**src/shared/rdfp_pkg.sv**
```systemverilog
// Package of constants and types for the resolver fault and data port
package rdfp_pkg;
    localparam int DATA_W = 12;
    localparam int MON_W = 12;
    // Angle LSB of 12-bit word is 360/4096 degrees
    localparam int ANGLE_FULL = 4096;
    localparam int LOT_SET_DEG = 5;
    localparam int LOT_CLR_DEG = 1;
    localparam int DOS_ERR_DEG = 30;
    localparam logic [DATA_W-1:0] LOT_SET_LSB = DATA_W'((LOT_SET_DEG * ANGLE_FULL + 359) / 360);
    localparam logic [DATA_W-1:0] LOT_CLR_LSB = DATA_W'((LOT_CLR_DEG * ANGLE_FULL) / 360);
    localparam logic [DATA_W-1:0] DOS_ERR_LSB = DATA_W'((DOS_ERR_DEG * ANGLE_FULL) / 360);
    // Velocity word full scale corresponds to 1000 rps
    localparam logic [DATA_W-1:0] VEL_MAX = 12'h7FF;
    localparam int SYNC_STAGES = 3;
    typedef enum logic [1:0] {RDFP_OK, RDFP_LOT, RDFP_DOS, RDFP_LOS} rdfp_fault_t;
endpackage

```
**src/shared/rdfp_if.sv**
```systemverilog
// Interface carrying synchronised host strobes between modules
interface rdfp_if;
    logic sampleFall;
    logic sampleRise;
    logic readActive;
    logic selectPos;
    logic serialSel;
    modport producer (output sampleFall, sampleRise, readActive, selectPos, serialSel);
    modport consumer (input sampleFall, sampleRise, readActive, selectPos, serialSel);
endinterface

```
**src/verilog/rdfp_fault_port.sv**
```systemverilog
// Fault flag generation, holding registers and parallel data port
module rdfp_fault_port
#(
    parameter int DATA_W = rdfp_pkg::DATA_W,
    parameter int MON_W = rdfp_pkg::MON_W
)
(
    // Clock and reset
    input wire logic clk,
    input wire logic reset_n,
    // Host pins
    input wire logic sample_n,
    input wire logic chipSel_n,
    input wire logic read_n,
    input wire logic pos_vel_select,
    input wire logic serial_port_sel_n,
    // Tracking loop state
    input wire logic [DATA_W-1:0] posIntegrator,
    input wire logic [DATA_W-1:0] velIntegrator,
    input wire logic [DATA_W-1:0] loopError,
    // Monitor magnitude and thresholds
    input wire logic [MON_W-1:0] monitorMag,
    input wire logic [MON_W-1:0] monitorMaxLimit,
    input wire logic [MON_W-1:0] monitorMinLimit,
    input wire logic [MON_W-1:0] mismatchLimit,
    // Fault pins
    output logic signal_degraded_n,
    output logic tracking_lost_n,
    // Data bus, enables active low
    output logic [DATA_W-1:0] dataOut,
    output logic [DATA_W-1:0] dataOe_n,
    // Loop error step sense for the tracking loop
    output logic loopStepUp
);
    // ==========================================================
    // Parameter checks
    if (DATA_W != 12)
    begin : g_bad_data_w
        $error("Data width must be 12");
    end
    if (MON_W < 2)
    begin : g_bad_mon_w
        $error("Monitor width too small");
    end
    // Hysteresis collapses if the clear level reaches the set level
    if (rdfp_pkg::LOT_CLR_LSB >= rdfp_pkg::LOT_SET_LSB)
    begin : g_bad_lot_levels
        $error("Tracking clear level must sit under set level");
    end
    if (rdfp_pkg::DOS_ERR_LSB <= rdfp_pkg::LOT_SET_LSB)
    begin : g_bad_dos_level
        $error("Degradation error level must exceed tracking level");
    end

    rdfp_if sync ();

    rdfp_pin_sync u_sync
    (
        .clk(clk),
        .reset_n(reset_n),
        .sample_n(sample_n),
        .chipSel_n(chipSel_n),
        .read_n(read_n),
        .pos_vel_select(pos_vel_select),
        .serial_port_sel_n(serial_port_sel_n),
        .sync(sync.producer)
    );

    // ==========================================================
    // Holding registers
    logic [DATA_W-1:0] posHold_q;
    logic [DATA_W-1:0] posHold_d;
    logic [DATA_W-1:0] velHold_q;
    logic [DATA_W-1:0] velHold_d;
    logic [DATA_W-1:0] outReg_q;
    logic [DATA_W-1:0] outReg_d;

    always_comb
    begin
        posHold_d = posHold_q;
        velHold_d = velHold_q;
        outReg_d = outReg_q;
        if (sync.sampleFall)
        begin
            posHold_d = posIntegrator;
            velHold_d = velIntegrator;
        end
        // Integrators are inputs, never stalled by reads
        if (sync.readActive)
        begin
            outReg_d = sync.selectPos ? posHold_q : velHold_q;
        end
    end

    always_ff @(posedge clk)
    begin
        if (!reset_n)
        begin
            posHold_q <= 12'h000;
            velHold_q <= 12'h000;
            outReg_q <= 12'h000;
        end
        else
        begin
            posHold_q <= posHold_d;
            velHold_q <= velHold_d;
            outReg_q <= outReg_d;
        end
    end

    // ==========================================================
    // Monitor min/max tracking
    logic [MON_W-1:0] monMin_q;
    logic [MON_W-1:0] monMin_d;
    logic [MON_W-1:0] monMax_q;
    logic [MON_W-1:0] monMax_d;
    logic losLatch_q;
    logic losLatch_d;
    logic mismatch_q;
    logic mismatch_d;

    always_comb
    begin
        monMin_d = monMin_q;
        monMax_d = monMax_q;
        losLatch_d = losLatch_q;
        mismatch_d = mismatch_q;
        if (monitorMag < monMin_q)
        begin
            monMin_d = monitorMag;
        end
        if (monitorMag > monMax_q)
        begin
            monMax_d = monitorMag;
        end
        if (monMax_q > monMin_q && (monMax_q - monMin_q) > mismatchLimit)
        begin
            mismatch_d = 1'b1;
        end
        if (monitorMag < monitorMinLimit)
        begin
            losLatch_d = 1'b1;
        end
        // Sample rise restarts the window; a new loss of signal still wins, a new mismatch is cleared
        if (sync.sampleRise)
        begin
            monMin_d = monitorMag;
            monMax_d = monitorMag;
            mismatch_d = 1'b0;
            losLatch_d = monitorMag < monitorMinLimit;
        end
    end

    always_ff @(posedge clk)
    begin
        if (!reset_n)
        begin
            monMin_q <= {MON_W{1'b1}};
            monMax_q <= {MON_W{1'b0}};
            losLatch_q <= 1'b0;
            mismatch_q <= 1'b0;
        end
        else
        begin
            monMin_q <= monMin_d;
            monMax_q <= monMax_d;
            losLatch_q <= losLatch_d;
            mismatch_q <= mismatch_d;
        end
    end

    // ==========================================================
    // Loss of tracking with hysteresis
    logic lot_q;
    logic lot_d;
    logic overspeed_q;
    logic overspeed_d;
    logic stepUp_q;
    logic stepUp_d;
    logic [DATA_W-1:0] errMag;
    logic [DATA_W-1:0] posDiff;
    logic [DATA_W-1:0] posMis;
    logic [DATA_W-1:0] velMag;
    logic overRange;
    logic overSpeedNow;
    logic dosErr;

    always_comb
    begin
        errMag = loopError[DATA_W-1] ? DATA_W'(-loopError) : loopError;
        posDiff = posIntegrator - posHold_q;
        posMis = posDiff[DATA_W-1] ? DATA_W'(-posDiff) : posDiff;
        velMag = velIntegrator[DATA_W-1] ? DATA_W'(-velIntegrator) : velIntegrator;
        overSpeedNow = velMag > rdfp_pkg::VEL_MAX
            || velIntegrator == 12'h800;
        overRange = monitorMag > monitorMaxLimit;
        // Large loop error also flags degradation, bounding error at 30 deg
        dosErr = errMag >= rdfp_pkg::DOS_ERR_LSB;
        lot_d = lot_q;
        overspeed_d = overspeed_q;
        if (overSpeedNow)
        begin
            lot_d = 1'b1;
            overspeed_d = 1'b1;
        end
        else if (errMag > rdfp_pkg::LOT_SET_LSB || posMis > rdfp_pkg::LOT_SET_LSB)
        begin
            lot_d = 1'b1;
        end
        else if (overspeed_q)
        begin
            if (posMis < rdfp_pkg::LOT_CLR_LSB)
            begin
                lot_d = 1'b0;
                overspeed_d = 1'b0;
            end
        end
        else if (errMag < rdfp_pkg::LOT_CLR_LSB && posMis < rdfp_pkg::LOT_CLR_LSB)
        begin
            lot_d = 1'b0;
        end
        // Keep the loop error moving one LSB every clock
        stepUp_d = !stepUp_q;
    end

    always_ff @(posedge clk)
    begin
        if (!reset_n)
        begin
            lot_q <= 1'b0;
            overspeed_q <= 1'b0;
            stepUp_q <= 1'b0;
        end
        else
        begin
            lot_q <= lot_d;
            overspeed_q <= overspeed_d;
            stepUp_q <= stepUp_d;
        end
    end

    // ==========================================================
    // Fault encoder and pin registers
    rdfp_pkg::rdfp_fault_t fault;
    logic dosN_d;
    logic lotN_d;
    logic dosN_q;
    logic lotN_q;

    always_comb
    begin
        if (losLatch_q)
        begin
            fault = rdfp_pkg::RDFP_LOS;
        end
        else if (overRange || mismatch_q || dosErr)
        begin
            fault = rdfp_pkg::RDFP_DOS;
        end
        else if (lot_q)
        begin
            fault = rdfp_pkg::RDFP_LOT;
        end
        else
        begin
            fault = rdfp_pkg::RDFP_OK;
        end
        case (fault)
            rdfp_pkg::RDFP_LOS:
            begin
                dosN_d = 1'b0;
                lotN_d = 1'b0;
            end
            rdfp_pkg::RDFP_DOS:
            begin
                dosN_d = 1'b0;
                lotN_d = 1'b1;
            end
            rdfp_pkg::RDFP_LOT:
            begin
                dosN_d = 1'b1;
                lotN_d = 1'b0;
            end
            default:
            begin
                dosN_d = 1'b1;
                lotN_d = 1'b1;
            end
        endcase
    end

    always_ff @(posedge clk)
    begin
        if (!reset_n)
        begin
            dosN_q <= 1'b1;
            lotN_q <= 1'b1;
        end
        else
        begin
            dosN_q <= dosN_d;
            lotN_q <= lotN_d;
        end
    end

    // ==========================================================
    // Data bus drivers
    logic [DATA_W-1:0] dOut_d;
    logic [DATA_W-1:0] dOut_q;
    logic [DATA_W-1:0] dOe_d;
    logic [DATA_W-1:0] dOe_q;

    always_comb
    begin
        // Data path ignores faults entirely
        dOut_d = outReg_d;
        dOe_d = {DATA_W{1'b1}};
        if (sync.readActive)
        begin
            if (sync.serialSel)
            begin
                dOe_d = {1'b0, {(DATA_W-1){1'b1}}};
            end
            else
            begin
                dOe_d = {DATA_W{1'b0}};
            end
        end
    end

    always_ff @(posedge clk)
    begin
        if (!reset_n)
        begin
            dOut_q <= 12'h000;
            dOe_q <= 12'hFFF;
        end
        else
        begin
            dOut_q <= dOut_d;
            dOe_q <= dOe_d;
        end
    end

    assign signal_degraded_n = dosN_q;
    assign tracking_lost_n = lotN_q;
    assign dataOut = dOut_q;
    assign dataOe_n = dOe_q;
    assign loopStepUp = stepUp_q;
endmodule

```
**src/verilog/rdfp_pin_sync.sv**
```systemverilog
// Three-stage synchronisers for host pins, with edge detection on the sample pin only
module rdfp_pin_sync
(
    // Clock and reset
    input wire logic clk,
    input wire logic reset_n,
    // Host pins
    input wire logic sample_n,
    input wire logic chipSel_n,
    input wire logic read_n,
    input wire logic pos_vel_select,
    input wire logic serial_port_sel_n,
    // Synchronised events
    rdfp_if.producer sync
);
    localparam int N = 5;
    logic [N-1:0] s1_q, s1_d, s2_q, s2_d, s3_q, s3_d, st_q, st_d;
    logic sampleFall_d, sampleRise_d, sampleFall_q, sampleRise_q;

    always_comb
    begin
        s1_d = {sample_n, chipSel_n, read_n, pos_vel_select, serial_port_sel_n};
        s2_d = s1_q;
        s3_d = s2_q;
        st_d = st_q;
        // Accept a change only when stages two and three agree
        for (int i = 0; i < N; i++)
        begin
            if (s2_q[i] == s3_q[i])
            begin
                st_d[i] = s3_q[i];
            end
        end
        sampleFall_d = st_q[4] && !st_d[4];
        sampleRise_d = !st_q[4] && st_d[4];
    end

    always_ff @(posedge clk)
    begin
        if (!reset_n)
        begin
            s1_q <= 5'h1F;
            s2_q <= 5'h1F;
            s3_q <= 5'h1F;
            st_q <= 5'h1F;
            sampleFall_q <= 1'b0;
            sampleRise_q <= 1'b0;
        end
        else
        begin
            s1_q <= s1_d;
            s2_q <= s2_d;
            s3_q <= s3_d;
            st_q <= st_d;
            sampleFall_q <= sampleFall_d;
            sampleRise_q <= sampleRise_d;
        end
    end

    assign sync.sampleFall = sampleFall_q;
    assign sync.sampleRise = sampleRise_q;
    assign sync.readActive = !st_q[3] && !st_q[2];
    assign sync.selectPos = st_q[1];
    assign sync.serialSel = !st_q[0];
endmodule
```
**config.mk**
```make
export PLATFORM = sky130hd
export DESIGN_NAME = rdfp_fault_port
export DESIGN_NICKNAME = d
export VERILOG_FILES = /design/src/shared/rdfp_pkg.sv /design/src/shared/rdfp_if.sv /design/src/verilog/rdfp_fault_port.sv /design/src/verilog/rdfp_pin_sync.sv
export SDC_FILE = /design/constraint.sdc
export NUM_CORES = 1
export LEC_CHECK = 0
export BUFFER_PORTS_ARGS = -buffer_cell sky130_fd_sc_hd__buf_2
export CAP_MARGIN = 20
export CORE_ASPECT_RATIO = 0.8
export CORE_MARGIN = 1
export CORE_UTILIZATION = 30
export CTS_CLUSTER_SIZE = 28
export DETAILED_ROUTE_END_ITERATION = 8
export PLACE_DENSITY = 0.52
export SYNTH_ARGS = -nofsm -noshare
export SYNTH_HDL_FRONTEND = slang
export SYNTH_SLANG_ARGS = --single-unit
```
**constraint.sdc**
```tcl
create_clock -name clk -period 4.7 [get_ports clk]
set_clock_uncertainty 0.05 [all_clocks]
set_input_delay 0.47 -clock clk [delete_from_list [all_inputs] [get_ports clk]]
set_output_delay 0.47 -clock clk [all_outputs]
set_load 0.01 [all_outputs]
```
==> results.sh <==
export IMPL_status="complete, no violations"
export IMPL_routed_via_density=4.693
export IMPL_ios=118
export IMPL_maxCapViolCount=0
export IMPL_syn_inst=772
export IMPL_yosysTopAreaCell="dfxtp_1"
export IMPL_routed_wl_um=16230
export IMPL_cts_resized_gates=0
export IMPL_ys_flop_type="dfxtp_1"
export IMPL_rsz0062_at_grt="false"
export IMPL_max_stage_delay_ps=400
export IMPL_root_buffer="clkbuf_16"
export IMPL_vias=5406
export IMPL_grt_use_total_pct=14.95
export IMPL_setup_viol=0
export IMPL_power_density_nw_per_um2=279.1
export IMPL_cts_hold_buf=0
export IMPL_dpl_hpwl_um=12520
export IMPL_fmax_mhz=257.0
export IMPL_pwr_share_clk_pct=37.7
export IMPL_drt_pass1_iterations=4
export IMPL_ir_drop_mv=0.1574
export IMPL_synth_top_area_share_pct=27.50
export IMPL_synth_top_cells_by_area="dfxtp_1, ha_1, mux2i_1"
export IMPL_synth_edf_count=0
export IMPL_final_net_count=1048
export IMPL_final_hold_violation_count=0
export IMPL_maxSlewViolCount=0
export IMPL_required_ps=4880
export IMPL_path_class="flop to flop"
export IMPL_rows=48
export IMPL_port_buffers=117
export IMPL_drive_gt1_share_pct=18.38
export IMPL_synth_seq_cells=91
export IMPL_p_int_mw=1.519
export IMPL_grt_pass1_vias=5114
export IMPL_relSlewSlack_pct=36.57
export IMPL_clock_latency_ps=350
export IMPL_h_tree_depth=3
export IMPL_grt_pass1_wl_um=26630
export IMPL_power_leakage_nw=3.750
export IMPL_critPathCaptureType="flop"
export IMPL_start_util_pct=30.64
export IMPL_cts_setup_buffers=0
export IMPL_dieArea_um2=22680
export IMPL_die_y_um=134.9
export IMPL_switching_power_mw=0.6489
export IMPL_hold_path_class="input port to flop"
export IMPL_fin_area_um2=7769
export IMPL_power_total_mw=2.168
export IMPL_whs_ps=249.7
export IMPL_syn_mean_instance_area_um2=8.580
export IMPL_hold_depth=2
export IMPL_cts_buffer_depth=2
export IMPL_yosysWarnings=0
export IMPL_avgRoutedWirePerCell_um=14.09
export IMPL_drtIter0Drc=271
export IMPL_cts_made_buffers=9
export IMPL_switching_share_pct=29.93
export IMPL_core_um2=21620
export IMPL_finalCoreUtilization_pct=35.93
export IMPL_netlist_area_um2=6624
export IMPL_area_delta_synth_final_pct=17.28
export IMPL_period_share_pct=82.79
export IMPL_dpl_worst_slack_ps=866.3
export IMPL_cts_sinks=91
export IMPL_seqPwrFrac_pct=37.9
export IMPL_antenna_left=0
export IMPL_setup_tns_ps=0
export IMPL_power_frac_comb_pct=24.5
export IMPL_path_max_fanout=3
export IMPL_syn_num_nets=949
export IMPL_ys_async_sr_fraction_pct=0
export IMPL_dp_cells=1134
export IMPL_grt_max_degree=65
export IMPL_drc_errors=0
export IMPL_fin_crit_ps=3891
export IMPL_yosysSeqAreaShare_pct=27.50
export IMPL_worst_slack_ps=808.7
export IMPL_path_depth=20
export IMPL_cts_tree="done"
export IMPL_grt_remaining_overflow=0
export IMPL_n_fill_cell=2260
export IMPL_gp_congestion=0.8450
export IMPL_die_w_um=168.1
export IMPL_fin_cells=1152
export IMPL_cpLargestDelayFamily="compound AO/OA/AOI/OAI gates"
export IMPL_worstMarginPinSlew_ps=950.1
export IMPL_clkSlewWorstSetupHoldPaths_ps=70
export IMPL_arrival_ps=4070
export IMPL_cp_start_kind="flop"
export IMPL_placed_cell_area_um2=7421
export IMPL_cp_num_buf_inv=2
export IMPL_antenna_found_initial=2
export IMPL_cp_slowest_cell="fa_1"
export IMPL_path_common_cell="a21oi_1"
export IMPL_r2r_cells=20
export IMPL_path_cells="inv_1 -> ha_1 -> inv_1 -> fa_1 -> a21o_1 -> a21oi_1 -> o21ai_0 -> a21oi_1 -> o21bai_1 -> a21oi_1 -> o21bai_1 -> a21oi_1 -> xnor2_1 -> ha_1 -> nand4_1 -> nor2_1 -> a2111oi_0 -> nor3_1 -> a21oi_1 -> nor3b_1"
export IMPL_synth_distinct_cells=62
==> cells in the mapped netlist, types with 7 or more instances <==
cell      instances
a21o_1           30
a21oi_1          41
buf_4            11
clkbuf_1         21
dfxtp_1          91
ha_1             84
inv_1            89
mux2i_1          62
nand2_1          28
nand2b_1         23
nand3_1           8
nand4_1          13
nor2_1           30
nor2b_1          71
nor3_1           14
o211a_1          13
o21ai_0          29
or2_2             9
xnor2_1          16
xor2_1            7
==> worst reg2reg max path, delay by kind of cell (launching register included) <==
| kind | cells | cell delay, ps |
|---|---|---|
| AO/OA/AOI/OAI | 10 | 1920 |
| XOR/XNOR | 1 | 140 |
| adder cells (fa/ha/maj) | 3 | 820 |
| buffers and inverters | 2 | 130 |
| flip-flops | 1 | 320 |
| AND/OR/NAND/NOR | 4 | 390 |
==> cells in the final DEF (no fill, tap or decap), types with 4 or more instances in the layout <==
cell type,n
buf_2,117
o22ai_1,4
xnor2_1,16
a21o_1,30
clkbuf_16,9
dfxtp_1,91
o21a_1,4
xor2_1,7
buf_4,5
nor4_1,5
o211a_1,13
nor2_1,29
or2_2,9
mux2i_1,62
a2111oi_0,4
inv_1,89
and3_1,5
a21oi_1,41
nor3_1,14
nor3b_1,4
nand3_1,8
ha_1,84
nand2b_1,23
o21ai_0,29
nand2_1,28
nand4_1,13
nor2b_1,71
==> final timing paths <==
| path | startpoint | end | slack [ps] |
|---|---|---|---|
| setup / recovery | monMax_q[0] | mismatch_q | 810 |
| hold / removal | chipSel_n | u_sync.s1_q[3] | 250 |
| setup reg to reg | monMax_q[0] | mismatch_q | 810 |
| hold reg to reg | u_sync.s1_q[3] | u_sync.s2_q[3] | 360 |
==> power by group through the flow <==
stage	Sequential, mW	Clock, mW	Combinational [mW]
2_1_floorplan	0.834	0	0.376
3_3_place_gp	0.839	0	0.528
3_5_place_dp	0.839	0	0.529
4_1_cts	0.821	0.847	0.533
5_1_grt	0.825	0.870	0.610
6_report	0.821	0.817	0.530
==> layout make-up <==
class / count / area [µm²] / area share [%]
multi-input cells: 557 / 4298 / 55.32
clock buffers: 9 / 225.2 / 2.899
well taps: 275 / 344.1 / 4.429
inverters: 89 / 334.1 / 4.300
flip-flops and latches: 91 / 1822 / 23.45
diodes: 1 / 2.502 / 0.03221
clock inverters: 7 / 100.1 / 1.288
repair buffers: 123 / 643.1 / 8.278
==> per-layer routing <==
layer / part of all wire [%] / track usage, % / routed length (µm)
met1: 55 / 22.25 / 8993
met2: 38 / 21.55 / 6180
met3: 6.0 / 4.338 / 973
met4: 0.44 / 1.818 / 72
met5: 0.080 / 0 / 13
==> sequential cells by signal, summed over array words and instances, names as in the netlist <==
name	count
u_sync.s2_q	5
signal_degraded_n	1
u_sync.st_q	5
loopStepUp	1
u_sync.s1_q	5
velHold_q	12
mismatch_q	1
monMin_q	12
losLatch_q	1
overspeed_q	1
u_sync.sync.sampleFall	1
monMax_q	12
tracking_lost_n	1
u_sync.sync.sampleRise	1
u_sync.s3_q	5
lot_q	1
dataOut	12
posHold_q	12
dataOe_n	2
==> kinds of logic (layout without fill, tap and decap cells) <==
| kind of cell | Yosys count | in the layout | share of synthesized area (%) |
|---|---|---|---|
| compound gates | 155 | 155 | 15.89 |
| xor+xnor | 23 | 23 | 3.041 |
| fa+ha+maj | 86 | 86 | 16.47 |
| buf+inv | 124 | 228 | 7.650 |
| flops | 91 | 91 | 27.50 |
| mux | 65 | 65 | 9.879 |
| other cells | 0 | 1 | 0 |
| simple gates | 228 | 228 | 19.57 |
Note: power is estimated with default switching activity, not from simulation.
